**src/regulator_bank_pkg.sv**
```systemverilog
`default_nettype none
package regulator_bank_pkg;

   // register table size and index width
   localparam int NREG  = 19;
   localparam int IDX_W = 5;

   // command codes, entry 0 on the right
   localparam logic [NREG-1:0][7:0] CMD_CODE = {
      8'hF9, 8'hF5, 8'hF1, 8'hF0, 8'hEF, 8'hEE,
      8'hE8, 8'hE7, 8'hE6, 8'hE5, 8'hE4, 8'hE3,
      8'hE2, 8'hE1, 8'hE0, 8'hDF, 8'hDE, 8'hDC, 8'hDB};

   // reset values, same order
   localparam logic [NREG-1:0][15:0] REG_RST = {
      16'h0000, 16'h0002, 16'h0002, 16'h0000, 16'h0002, 16'h0050,
      16'h0010, 16'h0010, 16'h0010, 16'h0010, 16'h0010, 16'h0010,
      16'h0010, 16'h0000, 16'h0000, 16'h0000, 16'h0010, 16'h0000, 16'h0000};

   // two-byte commands (entries 13 to 17)
   localparam logic [NREG-1:0] REG_WIDE = 19'h3E000;

   // table entries
   localparam logic [IDX_W-1:0] IDX_TRIM       = 5'h00;
   localparam logic [IDX_W-1:0] IDX_CAL        = 5'h01;
   localparam logic [IDX_W-1:0] IDX_LL_CAL     = 5'h02;
   localparam logic [IDX_W-1:0] IDX_LL_SET     = 5'h03;
   localparam logic [IDX_W-1:0] IDX_GW_HIGH    = 5'h04;
   localparam logic [IDX_W-1:0] IDX_GW_LOW     = 5'h05;
   localparam logic [IDX_W-1:0] IDX_CUR_LIMIT  = 5'h06;
   localparam int               IDX_PHASE0     = 7;
   localparam logic [IDX_W-1:0] IDX_HOT_REL    = 5'h0D;
   localparam logic [IDX_W-1:0] IDX_AUX_HIGH   = 5'h0E;
   localparam logic [IDX_W-1:0] IDX_AUX_LOW    = 5'h0F;
   localparam logic [IDX_W-1:0] IDX_AUX_FAULT  = 5'h10;
   localparam logic [IDX_W-1:0] IDX_MON_FAULT  = 5'h11;
   localparam logic [IDX_W-1:0] IDX_ALERT_MASK = 5'h12;

   // field widths
   localparam int NPHASE  = 6;
   localparam int LL_W    = 5;
   localparam int GW_HI_W = 2;
   localparam int GW_LO_W = 3;
   localparam int CL_W    = 5;
   localparam int PB_W    = 5;

   // alert mask bit for aux limits
   localparam int MASK_AUX_BIT = 1;

   // serial framing
   localparam logic [3:0] BYTE_BITS = 4'h8;
   localparam logic [3:0] BIT_ONE   = 4'h1;
   localparam logic [1:0] BYTE_LOW  = 2'h0;
   localparam logic [1:0] BYTE_HIGH = 2'h1;
   localparam logic [1:0] BYTE_PAST = 2'h2;
   localparam logic [1:0] BYTE_STEP = 2'h1;

   // link sequencer states
   typedef enum logic [2:0] {
      LS_IDLE, LS_ADDR, LS_CMD, LS_WDATA, LS_ACK, LS_RDATA, LS_MACK, LS_SKIP
   } link_state_t;

   // command lookup: {hit, index}
   function automatic logic [IDX_W:0] find_cmd(input logic [7:0] code);
      logic [IDX_W:0] r;
      r = '0;
      for (int i = 0; i < NREG; i++) begin
         if (CMD_CODE[i] == code) begin
            r = {1'b1, IDX_W'(i)};
         end
      end
      return r;
   endfunction

endpackage
`default_nettype wire

```
**src/monitor_if.sv**
```systemverilog
`default_nettype none
// limits out, compare results back
interface monitor_if;
   logic [15:0] aux_level;        // aux sense measurement
   logic [15:0] mon_level;        // output monitor measurement
   logic [15:0] temp_level;       // measured temperature
   logic [15:0] aux_high_limit;   // aux high limit
   logic [15:0] aux_low_limit;    // aux low limit
   logic [15:0] aux_fault_limit;  // aux fault limit
   logic [15:0] mon_fault_limit;  // monitor fault limit
   logic [15:0] hot_release;      // hot release temperature
   logic        aux_above;        // aux over high limit
   logic        aux_below;        // aux under low limit
   logic        aux_fault;        // aux over fault limit
   logic        mon_fault;        // monitor over fault limit
   logic        temp_below;       // temperature under release

   modport bank (output aux_level, mon_level, temp_level, aux_high_limit,
                 aux_low_limit, aux_fault_limit, mon_fault_limit, hot_release,
                 input aux_above, aux_below, aux_fault, mon_fault, temp_below);
   modport check (input aux_level, mon_level, temp_level, aux_high_limit,
                  aux_low_limit, aux_fault_limit, mon_fault_limit, hot_release,
                  output aux_above, aux_below, aux_fault, mon_fault, temp_below);
endinterface
`default_nettype wire

```
**src/bit_sync.sv**
```systemverilog
`default_nettype none
// two-stage synchroniser for pin levels
module bit_sync #(
   parameter int WIDTH = 2
) (
   // clock and reset
   input  wire logic             clk,
   input  wire logic             nrst,
   // levels
   input  wire logic [WIDTH-1:0] d,
   output logic      [WIDTH-1:0] q
);
   typedef struct packed {
      logic [WIDTH-1:0] s1;   // first stage, read only by s2
      logic [WIDTH-1:0] s2;   // second stage
   } sync_state_t;

   sync_state_t st;
   sync_state_t next_st;

   // shift through both stages
   always_comb begin
      next_st    = st;
      next_st.s1 = d;
      next_st.s2 = st.s1;
   end

   // idle bus level is high, so reset to ones
   always_ff @(posedge clk or negedge nrst) begin
      if (!nrst) begin
         st <= '1;
      end else begin
         st <= next_st;
      end
   end

   assign q = st.s2;
endmodule
`default_nettype wire

```
**src/limit_check.sv**
```systemverilog
`default_nettype none
// registered limit comparators
module limit_check (
   // clock and reset
   input  wire logic clk,
   input  wire logic nrst,
   // limits in, results out
   monitor_if.check  mon
);
   typedef struct packed {
      logic aux_above;    // aux over high limit
      logic aux_below;    // aux under low limit
      logic aux_fault;    // aux over fault limit
      logic mon_fault;    // monitor over fault limit
      logic temp_below;   // temperature under release point
   } check_state_t;

   check_state_t st;
   check_state_t next_st;

   // unsigned compares of raw codes; one cycle of latency
   always_comb begin
      next_st            = st;
      next_st.aux_above  = mon.aux_level > mon.aux_high_limit;
      next_st.aux_below  = mon.aux_level < mon.aux_low_limit;
      next_st.aux_fault  = mon.aux_level > mon.aux_fault_limit;
      next_st.mon_fault  = mon.mon_level > mon.mon_fault_limit;
      next_st.temp_below = mon.temp_level < mon.hot_release;
   end

   // results clear under reset
   always_ff @(posedge clk or negedge nrst) begin
      if (!nrst) begin
         st <= '0;
      end else begin
         st <= next_st;
      end
   end

   assign mon.aux_above  = st.aux_above;
   assign mon.aux_below  = st.aux_below;
   assign mon.aux_fault  = st.aux_fault;
   assign mon.mon_fault  = st.mon_fault;
   assign mon.temp_below = st.temp_below;
endmodule
`default_nettype wire

```
**src/regulator_setpoint_command_bank.sv**
```systemverilog
// Function
// - trim and calibration offsets, byte, reset zero
// - five-bit load-line code, default 0x10
// - two-bit good-window high and clamp code
// - three-bit good-window low code, default 000
// - five-bit current-limit scale, default 0x10
// - six phase-balance gain codes, default 0x10
// - hot indicator drops below release temperature
// - aux sense high and low limits compared
// - aux and monitor fault limits flag faults
// - alert on aux limits unless masked
`default_nettype none
module regulator_setpoint_command_bank #(
   parameter logic [6:0] DEV_ADDR = 7'h40   // bus address, arbitrary default
) (
   // clock and reset
   input  wire logic        clk,
   input  wire logic        nrst,
   // two-wire management bus
   input  wire logic        scl,
   input  wire logic        sda_in,
   output logic             sda_out,
   output logic             sda_oe,
   // measurements, already on clk
   input  wire logic [15:0] aux_sense_level,
   input  wire logic [15:0] output_monitor_level,
   input  wire logic [15:0] temperature,
   input  wire logic        overtemp_trip,
   // setpoints to the analog loops
   output logic [7:0]       output_trim_offset,
   output logic [7:0]       output_calibration_offset,
   output logic [4:0]       load_line_code,
   output logic [7:0]       load_line_set,
   output logic [1:0]       good_window_high_code,
   output logic [2:0]       good_window_low_code,
   output logic [4:0]       current_limit_code,
   output logic [29:0]      phase_balance_code,
   // status
   output logic             regulator_hot_indicator,
   output logic             aux_high_flag,
   output logic             aux_low_flag,
   output logic             aux_fault,
   output logic             monitor_fault,
   output logic             alert_n
);

   localparam int NREG  = regulator_bank_pkg::NREG;
   localparam int IDX_W = regulator_bank_pkg::IDX_W;

   // all bank state
   typedef struct packed {
      logic                          scl_q;      // previous synced clock
      logic                          sda_q;      // previous synced data
      regulator_bank_pkg::link_state_t state;    // sequencer state
      regulator_bank_pkg::link_state_t after;    // state after ack
      logic [3:0]                    bits;       // bits of current byte
      logic [7:0]                    shift;      // byte in or out
      logic                          rw;         // read bit of address
      logic [IDX_W-1:0]              idx;        // selected command entry
      logic [1:0]                    byte_no;    // byte within command
      logic [7:0]                    low_stage;  // low byte of wide write
      logic                          more;       // host acked a read byte
      logic                          sda_out;    // pulled-down level
      logic                          sda_oe;     // pulling the line
      logic [NREG-1:0][15:0]         regs;       // command storage
      logic                          hot;        // regulator hot
      logic                          aux_high;   // aux over high limit
      logic                          aux_low;    // aux under low limit
      logic                          aux_fault;  // aux fault
      logic                          mon_fault;  // monitor fault
      logic                          alert_n;    // alert, low active
   } bank_state_t;

   bank_state_t st;
   bank_state_t next_st;

   // synced pins
   logic scl_s;                 // bus clock on clk
   logic sda_s;                 // bus data on clk
   // edge and framing events
   logic scl_rise;              // clock rising
   logic scl_fall;              // clock falling
   logic frame_start;           // start or repeated start
   logic frame_stop;            // stop
   // command lookup and read data
   logic [IDX_W:0] lookup;      // {hit, index} of shifted byte
   logic [15:0]    rd_word;     // selected command value
   logic [7:0]     rd_byte;     // byte to send next
   logic           aux_alert;   // unmasked aux limit event

   // comparator link
   monitor_if mon_bus ();

   // pins cross into clk first
   bit_sync #(
      .WIDTH (2)
   ) u_sync (
      .clk  (clk),
      .nrst (nrst),
      .d    ({scl, sda_in}),
      .q    ({scl_s, sda_s})
   );

   // limits against measurements
   limit_check u_check (
      .clk  (clk),
      .nrst (nrst),
      .mon  (mon_bus.check)
   );

   // levels and limits to comparators
   assign mon_bus.aux_level       = aux_sense_level;
   assign mon_bus.mon_level       = output_monitor_level;
   assign mon_bus.temp_level      = temperature;
   assign mon_bus.aux_high_limit  = st.regs[regulator_bank_pkg::IDX_AUX_HIGH];
   assign mon_bus.aux_low_limit   = st.regs[regulator_bank_pkg::IDX_AUX_LOW];
   assign mon_bus.aux_fault_limit = st.regs[regulator_bank_pkg::IDX_AUX_FAULT];
   assign mon_bus.mon_fault_limit = st.regs[regulator_bank_pkg::IDX_MON_FAULT];
   assign mon_bus.hot_release     = st.regs[regulator_bank_pkg::IDX_HOT_REL];

   // edges from second sync stage only
   assign scl_rise    = scl_s & ~st.scl_q;
   assign scl_fall    = ~scl_s & st.scl_q;
   assign frame_start = scl_s & st.scl_q & st.sda_q & ~sda_s;
   assign frame_stop  = scl_s & st.scl_q & ~st.sda_q & sda_s;

   // command byte lookup
   assign lookup = regulator_bank_pkg::find_cmd(st.shift);

   // read byte: low, high if wide, else zero
   always_comb begin
      rd_word = st.regs[st.idx];
      if (st.byte_no == regulator_bank_pkg::BYTE_LOW) begin
         rd_byte = rd_word[7:0];
      end else if (st.byte_no == regulator_bank_pkg::BYTE_HIGH &&
                   regulator_bank_pkg::REG_WIDE[st.idx]) begin
         rd_byte = rd_word[15:8];
      end else begin
         rd_byte = 8'h00;
      end
   end

   // masked aux limit event
   assign aux_alert = (mon_bus.aux_above | mon_bus.aux_below) &
                      ~st.regs[regulator_bank_pkg::IDX_ALERT_MASK]
                              [regulator_bank_pkg::MASK_AUX_BIT];

   // sequencer, writes, status
   always_comb begin
      next_st       = st;
      next_st.scl_q = scl_s;
      next_st.sda_q = sda_s;

      if (frame_stop) begin
         // stop frees the line
         next_st.state  = regulator_bank_pkg::LS_IDLE;
         next_st.sda_oe = 1'b0;
      end else if (frame_start) begin
         // start: address byte next
         next_st.state  = regulator_bank_pkg::LS_ADDR;
         next_st.bits   = '0;
         next_st.sda_oe = 1'b0;
      end else begin
         case (st.state)
            regulator_bank_pkg::LS_ADDR,
            regulator_bank_pkg::LS_CMD,
            regulator_bank_pkg::LS_WDATA: begin
               if (scl_rise && st.bits != regulator_bank_pkg::BYTE_BITS) begin
                  // sample on rising clock, msb first
                  next_st.shift = {st.shift[6:0], sda_s};
                  next_st.bits  = 4'(st.bits + regulator_bank_pkg::BIT_ONE);
               end else if (scl_fall && st.bits == regulator_bank_pkg::BYTE_BITS) begin
                  // byte in: ack on falling clock
                  next_st.after = regulator_bank_pkg::LS_WDATA;
                  if (st.state == regulator_bank_pkg::LS_ADDR) begin
                     if (st.shift[7:1] == DEV_ADDR) begin
                        next_st.rw      = st.shift[0];
                        next_st.byte_no = regulator_bank_pkg::BYTE_LOW;
                        next_st.sda_oe  = 1'b1;
                        next_st.state   = regulator_bank_pkg::LS_ACK;
                        next_st.after   = st.shift[0] ? regulator_bank_pkg::LS_RDATA
                                                      : regulator_bank_pkg::LS_CMD;
                     end else begin
                        // not ours: stay off
                        next_st.state = regulator_bank_pkg::LS_SKIP;
                     end
                  end else if (st.state == regulator_bank_pkg::LS_CMD) begin
                     if (lookup[IDX_W]) begin
                        next_st.idx     = lookup[IDX_W-1:0];
                        next_st.byte_no = regulator_bank_pkg::BYTE_LOW;
                        next_st.sda_oe  = 1'b1;
                        next_st.state   = regulator_bank_pkg::LS_ACK;
                     end else begin
                        // unknown command: no ack
                        next_st.state = regulator_bank_pkg::LS_SKIP;
                     end
                  end else begin
                     // data; wide commands commit on high byte
                     next_st.sda_oe = 1'b1;
                     next_st.state  = regulator_bank_pkg::LS_ACK;
                     if (st.byte_no == regulator_bank_pkg::BYTE_LOW) begin
                        if (regulator_bank_pkg::REG_WIDE[st.idx]) begin
                           next_st.low_stage = st.shift;
                        end else begin
                           next_st.regs[st.idx] = {8'h00, st.shift};
                        end
                     end else if (st.byte_no == regulator_bank_pkg::BYTE_HIGH &&
                                  regulator_bank_pkg::REG_WIDE[st.idx]) begin
                        next_st.regs[st.idx] = {st.shift, st.low_stage};
                     end
                     // surplus bytes dropped
                     if (st.byte_no != regulator_bank_pkg::BYTE_PAST) begin
                        next_st.byte_no = 2'(st.byte_no + regulator_bank_pkg::BYTE_STEP);
                     end
                  end
               end
            end

            regulator_bank_pkg::LS_ACK: begin
               // ack over: release or send
               if (scl_fall) begin
                  next_st.bits  = '0;
                  next_st.state = st.after;
                  if (st.after == regulator_bank_pkg::LS_RDATA) begin
                     next_st.shift  = rd_byte;
                     next_st.sda_oe = ~rd_byte[7];
                  end else begin
                     next_st.sda_oe = 1'b0;
                  end
               end
            end

            regulator_bank_pkg::LS_RDATA: begin
               if (scl_rise) begin
                  // host has taken one bit
                  next_st.bits = 4'(st.bits + regulator_bank_pkg::BIT_ONE);
               end else if (scl_fall) begin
                  if (st.bits == regulator_bank_pkg::BYTE_BITS) begin
                     // release for the host's ack bit
                     next_st.sda_oe = 1'b0;
                     next_st.state  = regulator_bank_pkg::LS_MACK;
                  end else begin
                     next_st.shift  = {st.shift[6:0], 1'b0};
                     next_st.sda_oe = ~st.shift[6];
                  end
               end
            end

            regulator_bank_pkg::LS_MACK: begin
               if (scl_rise) begin
                  // low means the host wants another byte
                  next_st.more = ~sda_s;
                  if (!sda_s && st.byte_no != regulator_bank_pkg::BYTE_PAST) begin
                     next_st.byte_no = 2'(st.byte_no + regulator_bank_pkg::BYTE_STEP);
                  end
               end else if (scl_fall) begin
                  if (st.more) begin
                     next_st.bits   = '0;
                     next_st.shift  = rd_byte;
                     next_st.sda_oe = ~rd_byte[7];
                     next_st.state  = regulator_bank_pkg::LS_RDATA;
                  end else begin
                     next_st.state = regulator_bank_pkg::LS_SKIP;
                  end
               end
            end

            default: begin
               // idle or skip: wait for framing
               next_st.sda_oe = 1'b0;
            end
         endcase
      end

      // hot indicator: trip sets, release clears, set wins
      if (overtemp_trip) begin
         next_st.hot = 1'b1;
      end else if (mon_bus.temp_below) begin
         next_st.hot = 1'b0;
      end

      // flags follow comparators
      next_st.aux_high  = mon_bus.aux_above;
      next_st.aux_low   = mon_bus.aux_below;
      next_st.aux_fault = mon_bus.aux_fault;
      next_st.mon_fault = mon_bus.mon_fault;
      next_st.alert_n   = ~aux_alert;
   end

   // reset loads defaults
   always_ff @(posedge clk or negedge nrst) begin
      if (!nrst) begin
         st         <= '0;
         st.scl_q   <= 1'b1;
         st.sda_q   <= 1'b1;
         st.regs    <= regulator_bank_pkg::REG_RST;
         st.alert_n <= 1'b1;
      end else begin
         st <= next_st;
      end
   end

   // pin drive: only ever pulls low
   assign sda_out = st.sda_out;
   assign sda_oe  = st.sda_oe;

   // setpoints from storage
   assign output_trim_offset        = st.regs[regulator_bank_pkg::IDX_TRIM][7:0];
   assign output_calibration_offset = st.regs[regulator_bank_pkg::IDX_CAL][7:0];
   assign load_line_code            =
      st.regs[regulator_bank_pkg::IDX_LL_CAL][regulator_bank_pkg::LL_W-1:0];
   assign load_line_set             = st.regs[regulator_bank_pkg::IDX_LL_SET][7:0];
   assign good_window_high_code     =
      st.regs[regulator_bank_pkg::IDX_GW_HIGH][regulator_bank_pkg::GW_HI_W-1:0];
   assign good_window_low_code      =
      st.regs[regulator_bank_pkg::IDX_GW_LOW][regulator_bank_pkg::GW_LO_W-1:0];
   assign current_limit_code        =
      st.regs[regulator_bank_pkg::IDX_CUR_LIMIT][regulator_bank_pkg::CL_W-1:0];

   // one gain code per phase
   generate
      for (genvar p = 0; p < regulator_bank_pkg::NPHASE; p++) begin : g_phase
         assign phase_balance_code[p*regulator_bank_pkg::PB_W +: regulator_bank_pkg::PB_W] =
            st.regs[regulator_bank_pkg::IDX_PHASE0 + p][regulator_bank_pkg::PB_W-1:0];
      end
   endgenerate

   // status outputs
   assign regulator_hot_indicator = st.hot;
   assign aux_high_flag           = st.aux_high;
   assign aux_low_flag            = st.aux_low;
   assign aux_fault               = st.aux_fault;
   assign monitor_fault           = st.mon_fault;
   assign alert_n                 = st.alert_n;
endmodule
`default_nettype wire
```
**config.mk**
```make
export PLATFORM = sky130hd
export DESIGN_NAME = regulator_setpoint_command_bank
export DESIGN_NICKNAME = d
export VERILOG_FILES = /design/src/regulator_bank_pkg.sv /design/src/monitor_if.sv /design/src/bit_sync.sv /design/src/limit_check.sv /design/src/regulator_setpoint_command_bank.sv
export SDC_FILE = /design/constraint.sdc
export NUM_CORES = 1
export LEC_CHECK = 0
export ABC_AREA = 0
export BUFFER_PORTS_ARGS = -buffer_cell sky130_fd_sc_hd__buf_2
export CAP_MARGIN = 20
export CORE_MARGIN = 2
export CORE_UTILIZATION = 35
export CTS_BUF_LIST = sky130_fd_sc_hd__clkbuf_8
export CTS_CLUSTER_SIZE = 12
export DETAILED_ROUTE_END_ITERATION = 12
export GPL_ROUTABILITY_DRIVEN = 0
export PLACE_DENSITY = 0.56
export SETUP_SLACK_MARGIN = 0.5
export SKIP_LAST_GASP = 1
export SLEW_MARGIN = 25
export SYNTH_ARGS = -nofsm -noshare
export SYNTH_HDL_FRONTEND = slang
export SYNTH_SLANG_ARGS = --single-unit
```
**constraint.sdc**
```tcl
create_clock -name clk -period 3.7 [get_ports clk]
set_input_delay 0.74 -clock clk [delete_from_list [all_inputs] [get_ports clk]]
set_output_delay 0.74 -clock clk [all_outputs]
set_load 0.05 [all_outputs]
```
---- Word level (Yosys, flattened, before mapping) ----
Memories as Yosys holds them, arrays and structs flattened.
Cells that the tools add are included.
operators by class
  add/subtract/negate cells ............... 2
  $lt $le $gt $ge ......................... 7
  eq/ne operators ......................... 65
  multiplexer cells ....................... 97
  bitwise operators ....................... 22
  reductions and logical operators ........ 24
operators with widths
  cell                                          number
  304-bit two-way mux                           5
  305-bit two-way mux                           2
  304-bit bitwise mux                           2
  8-bit == test, first input constant           19
  6-bit two-way mux                             21
  16-bit binary-select mux with 5-bit select    1
  16-bit demux with 5-bit select                1
  8-bit two-way mux                             10
  12-bit two-way mux                            5
  16-bit greater-than comparator                3
  4-bit inequality test, second input constant  12
  12-bit case mux with 4 select lines           1
  3-bit two-way mux                             13
  16-bit < comparator                           2
  16-bit two-way mux                            2
  2-bit inequality test, second input constant  15
  9-bit AND reduction                           3
  3-bit inequality test, second input constant  7
  10-bit two-way mux                            2
  2-bit two-way mux                             10
  10-bit AND reduction                          2
  1-bit two-way mux                             17
  8-bit AND reduction                           2
  1-bit NOT                                     13
  other kinds (29)                              47
storage, ports and cells
  bits in registers ....................... 356
  ROM bits ................................ 32
  bits of input ports ..................... 53
  output and inout port bits .............. 77
  logic and storage cells ................. 261
  memories kept ........................... 1
memories
  memory           depth  width  read ports  clocked after memory_dff  write ports  RTL line                                source
  (no name shown)  32     1      1           0                         0            regulator_setpoint_command_bank.sv:208  regulator_bank_pkg::REG_WIDE[st.idx]) begin

---- Depth between registers and ports, before layout ----
  word-level depth ........................ 28
  depth in mapped cells ................... 12
  depth with buffers taken out ............ 9

---- Modules after synthesis ----
Synthesis repeated with hierarchy kept, for this count alone.
unflattened totals
  cells, all modules ...................... 1724
  area, all modules ....................... 18788.0 µm²
by module, submodules not included
  module                           instances  cells each  area an instance (µm²)  seq. area each (µm²)
  regulator_setpoint_command_bank  1          1442        16553.4                 8528.2
  limit_check                      1          278         2129.5                  125.1
  bit_sync                         1          4           105.1                   105.1

---- Least setup slack after synthesis ----
No wires, ideal clock.
  path kind ............................... register to register
  start ................................... register st[337] in the netlist's numbering
  end ..................................... register with a tool-made name
  library setup time ...................... 0.125 ns
  data arrival time ....................... 2.730 ns
  data required time ...................... 3.575 ns
  slack ................................... 0.845 ns
  cell stages (with the launch flop) ...... 13
  path buffers ............................ 4
  period minus slack after synthesis ...... 2.855 ns
  cells stage by stage .................... dfrtp_1 > inv_1 > ha_1 > nand3b_4 > nand2b_4 > or2_0 > buf_2 > or4b_1 > buf_2 > or3_1 > buf_6 > buf_6 > mux2_4
RTL lines
  item                    RTL line                                source
  start, declared         regulator_setpoint_command_bank.sv:74   bank_state_t st;
  start signal, assigned  regulator_setpoint_command_bank.sv:299  st <= next_st;

==> run_summary.xml <==
<?xml version="1.0" encoding="UTF-8"?>
<metrics>
  <group name="route">
    <metric name="total_number_of_vias" unit="">11200</metric>
    <metric name="finalWirelength" unit="µm">45000</metric>
    <metric name="dr.first_iter.drc_count" unit="">678</metric>
    <metric name="drc" unit="">0</metric>
    <metric name="drt-wirelength-per-cell" unit="µm">21.1</metric>
    <metric name="antenna_violating_nets_post_route" unit="">0</metric>
    <metric name="detail_route.first_pass.iterations" unit="">6</metric>
    <metric name="routed_via_density" unit="">5.22</metric>
  </group>
  <group name="flow_run">
    <metric name="drv_cap" unit="">0</metric>
  </group>
  <group name="floorplanning">
    <metric name="start_util" unit="%">35.2</metric>
    <metric name="fp.dieH" unit="µm">217</metric>
    <metric name="die_area" unit="µm²">47200</metric>
    <metric name="area_of_the_placeable_core" unit="µm²">45200</metric>
    <metric name="ioPinCount" unit="">130</metric>
    <metric name="floorplan.rows" unit="">78</metric>
    <metric name="floorplan.die.width" unit="µm">217</metric>
  </group>
  <group name="timing">
    <metric name="maxSlewViolCount" unit="">0</metric>
    <metric name="rsz_0062_raised_after_global_routing" unit="">no</metric>
    <metric name="fin_skew" unit="ns">0.0307</metric>
    <metric name="fin_tns_setup" unit="ns">0</metric>
    <metric name="timing_hold_violations_final" unit="">0</metric>
    <metric name="layout_min_cycle_time" unit="ns">3.00</metric>
    <metric name="whs" unit="ns">0.178</metric>
    <metric name="timing.fmax" unit="MHz">334</metric>
    <metric name="slew-limit-headroom" unit="%">41.7</metric>
    <metric name="setup_violations" unit="">0</metric>
    <metric name="min_period_over_period" unit="%">81.0</metric>
    <metric name="worst_pin_slew" unit="ns">0.873</metric>
    <metric name="timing.final.ws_setup" unit="ns">0.703</metric>
  </group>
  <group name="clock_tree">
    <metric name="post-cts-setup-buffers" unit="">0</metric>
    <metric name="ctsHtreeMaxLevel" unit="">2</metric>
    <metric name="cts_tree" unit="">built</metric>
    <metric name="clock_insertion_delay_worst_skew" unit="ns">0.60</metric>
    <metric name="clockRootBuffer" unit="">clkbuf_8</metric>
    <metric name="clk_path_buf_depth" unit="">3</metric>
    <metric name="cts.clk_slew.worst_paths" unit="ns">0.06</metric>
    <metric name="numCtsBuffers" unit="">48</metric>
    <metric name="clock_sink_count" unit="">289</metric>
  </group>
  <group name="synth">
    <metric name="netlist.area_leader.share" unit="%">42.3</metric>
    <metric name="yosys_register_bits" unit="">289</metric>
    <metric name="post-synth-top-count-cell" unit="">dfrtp_1</metric>
    <metric name="synth-seq-area-share" unit="%">45.6</metric>
    <metric name="syn_area" unit="µm²">15900</metric>
    <metric name="ys_dominant_reg_cell" unit="">dfrtp_1</metric>
    <metric name="post_synth_inst_count" unit="">1439</metric>
    <metric name="synthTopCellsByArea" unit="">dfrtp_1 42%, mux2_2 11%, ha_1 6.5%</metric>
    <metric name="synth_cell_type_count" unit="">67</metric>
    <metric name="post-synth-top-area-cell" unit="">dfrtp_1</metric>
    <metric name="ys_async_sr_fraction" unit="%">100</metric>
    <metric name="ys_warn_count" unit="">0</metric>
    <metric name="syn_nets" unit="">1575</metric>
    <metric name="most_used_standard_cells_in_the_synthesized_netlist" unit="">269 x dfrtp_1, 161 x mux2_2, 115 x nand2_1</metric>
    <metric name="synth-edff-count" unit="">0</metric>
    <metric name="synth_area_per_cell" unit="µm²">11.1</metric>
  </group>
  <group name="layout">
    <metric name="final_net_count" unit="">1634</metric>
    <metric name="antenna_cells_inserted" unit="">0</metric>
    <metric name="multi_input_area" unit="µm²">7470</metric>
    <metric name="final_area" unit="µm²">17800</metric>
    <metric name="post_route_cells_drive_above_1_share" unit="%">31.1</metric>
    <metric name="final_core_util" unit="%">39.3</metric>
    <metric name="finalNonFillerCells" unit="">2136</metric>
    <metric name="regArea" unit="µm²">7260</metric>
    <metric name="synthToLayoutAreaGrowth" unit="%">11.5</metric>
    <metric name="fillCellCount" unit="">4379</metric>
  </group>
  <group name="worst_setup_path">
    <metric name="worst_r2r_path_depth" unit="">8</metric>
    <metric name="timing.critical_path.depth" unit="">8</metric>
    <metric name="worstSetupPathType" unit="">reg2reg</metric>
    <metric name="reg2reg_slack" unit="ns">0.70</metric>
    <metric name="cp_num_buf_inv" unit="">1</metric>
    <metric name="path_delay_family" unit="">simple AND/OR/NAND/NOR gates</metric>
    <metric name="timing.critical_path.arrival" unit="ns">3.45</metric>
    <metric name="setup.worst_path.start_class" unit="">register</metric>
    <metric name="data_required_time_at_the_worst_endpoint" unit="ns">4.16</metric>
    <metric name="critical_path.endpoint_type" unit="">register</metric>
    <metric name="critPathMaxFanout" unit="">10</metric>
    <metric name="crit_path_top_delay_cell" unit="">or4b_1</metric>
    <metric name="path_cells" unit="">inv_1 -&gt; ha_1 -&gt; nand3b_4 -&gt; nand2b_4 -&gt; or2_0 -&gt; or4b_1 -&gt; nor2_2 -&gt; mux2_2</metric>
    <metric name="cpPeakStageDelay" unit="ns">0.74</metric>
  </group>
  <group name="placed_design">
    <metric name="postPlaceCellArea" unit="µm²">16800</metric>
    <metric name="placed_cells" unit="">2048</metric>
    <metric name="buffers_added_on_ports" unit="">128</metric>
    <metric name="hpwl" unit="µm">32300</metric>
    <metric name="pre_cts_ws" unit="ns">0.556</metric>
  </group>
  <group name="hold_path">
    <metric name="holdCritPathClass" unit="">in2async</metric>
  </group>
  <group name="global_routing">
    <metric name="grt.total_usage" unit="%">19.3</metric>
    <metric name="grt_antenna_before_repair" unit="">0</metric>
    <metric name="grt.overflow.total" unit="">0</metric>
    <metric name="grt_first_pass_wirelength" unit="µm">69900</metric>
    <metric name="first_global_vias" unit="">11300</metric>
    <metric name="grt_max_degree" unit="">102</metric>
  </group>
  <group name="power">
    <metric name="total_power" unit="mW">6.95</metric>
    <metric name="total_leakage_power" unit="nW">8.07</metric>
    <metric name="pwr_density_cell" unit="nW/µm²">391</metric>
    <metric name="peakVddDrop" unit="µV">221</metric>
  </group>
  <group name="status">
    <metric name="outcome" unit="">complete, no violations</metric>
  </group>
</metrics>
layout make-up:
type | instances | share of cell area [%]
Multi-Input combinational cell | 905 | 42.0
Sequential cell | 289 | 40.9
Timing Repair Buffer | 161 | 5.34
Clock buffer | 63 | 4.88
Tap cell | 600 | 4.23
Inverter | 93 | 1.97
Clock inverter | 25 | 0.655
worst register-to-register path, cell delays in order, from the launching register on:
cell and delay, ns:
dfrtp_1 0.41, inv_1 0.08, ha_1 0.18, nand3b_4 0.12
nand2b_4 0.17, or2_0 0.24, or4b_1 0.74, nor2_2 0.51
mux2_2 0.40
logic make-up after synthesis:
| kind of cell | after synthesis | synth area share, % |
|---|---|---|
| AOI/OAI and AO/OA | 236 | 9.06 |
| xor gates and xnor gates | 1 | 0.0550 |
| adders and majority gates | 84 | 6.58 |
| buffers and inverters | 245 | 7.68 |
| DFF | 289 | 45.6 |
| muxes | 255 | 20.8 |
| other | 1 | 0.0235 |
| and+or+nand+nor | 328 | 10.2 |
final timing paths:
path,start,to
max,st[338],register
max in group asynchronous,nrst,asynchronous set/reset pin
max reg2reg,st[338],register
min,nrst,asynchronous set/reset pin
min reg2reg,u_check.mon.aux_fault,aux_fault
min in group clk,sda_in,u_sync.next_st[0]
per-layer routing:
metal | GRT usage [%] | vias to the layer above | wire length [µm]
met4 | 5.46 | 0 | 1080
met5 | 0 | - | 0
met1 | 28.6 | 5644 | 21800
met2 | 29.4 | 308 | 20100
li1 | - | 5140 | -
met3 | 2.77 | 59 | 2070
report_power, final:
| part | switching [mW] | internal, mW |
|---|---|---|
| clock | 1.32 | 1.53 |
| sequential | 0.0989 | 3.22 |
| combinational | 0.511 | 0.269 |
repair_timing:
item | in CTS | in global routing
setup endpoints to repair | 0 | 28
resized for setup | 0 | 3
hold buffers | 0 | 0
cells in the final DEF (no fill, tap or decap), drive strengths merged, types with 13 or more instances in the layout:
| master | synthesis | routed |
|---|---|---|
| dfrtp | 269 | 269 |
| mux2 | 163 | 163 |
| buf | 102 | 161 |
| nand2 | 115 | 115 |
| inv | 93 | 112 |
| o21ai | 91 | 91 |
| ha | 83 | 83 |
| clkbuf | 50 | 63 |
| nor2 | 62 | 62 |
| mux2i | 48 | 48 |
| a21oi | 44 | 44 |
| mux4 | 44 | 44 |
| nor2b | 40 | 40 |
| and2 | 28 | 28 |
| dfstp | 20 | 20 |
| nand3 | 20 | 20 |
| o22ai | 16 | 16 |
| nor3 | 13 | 13 |
(Power assumes the default switching activity.)
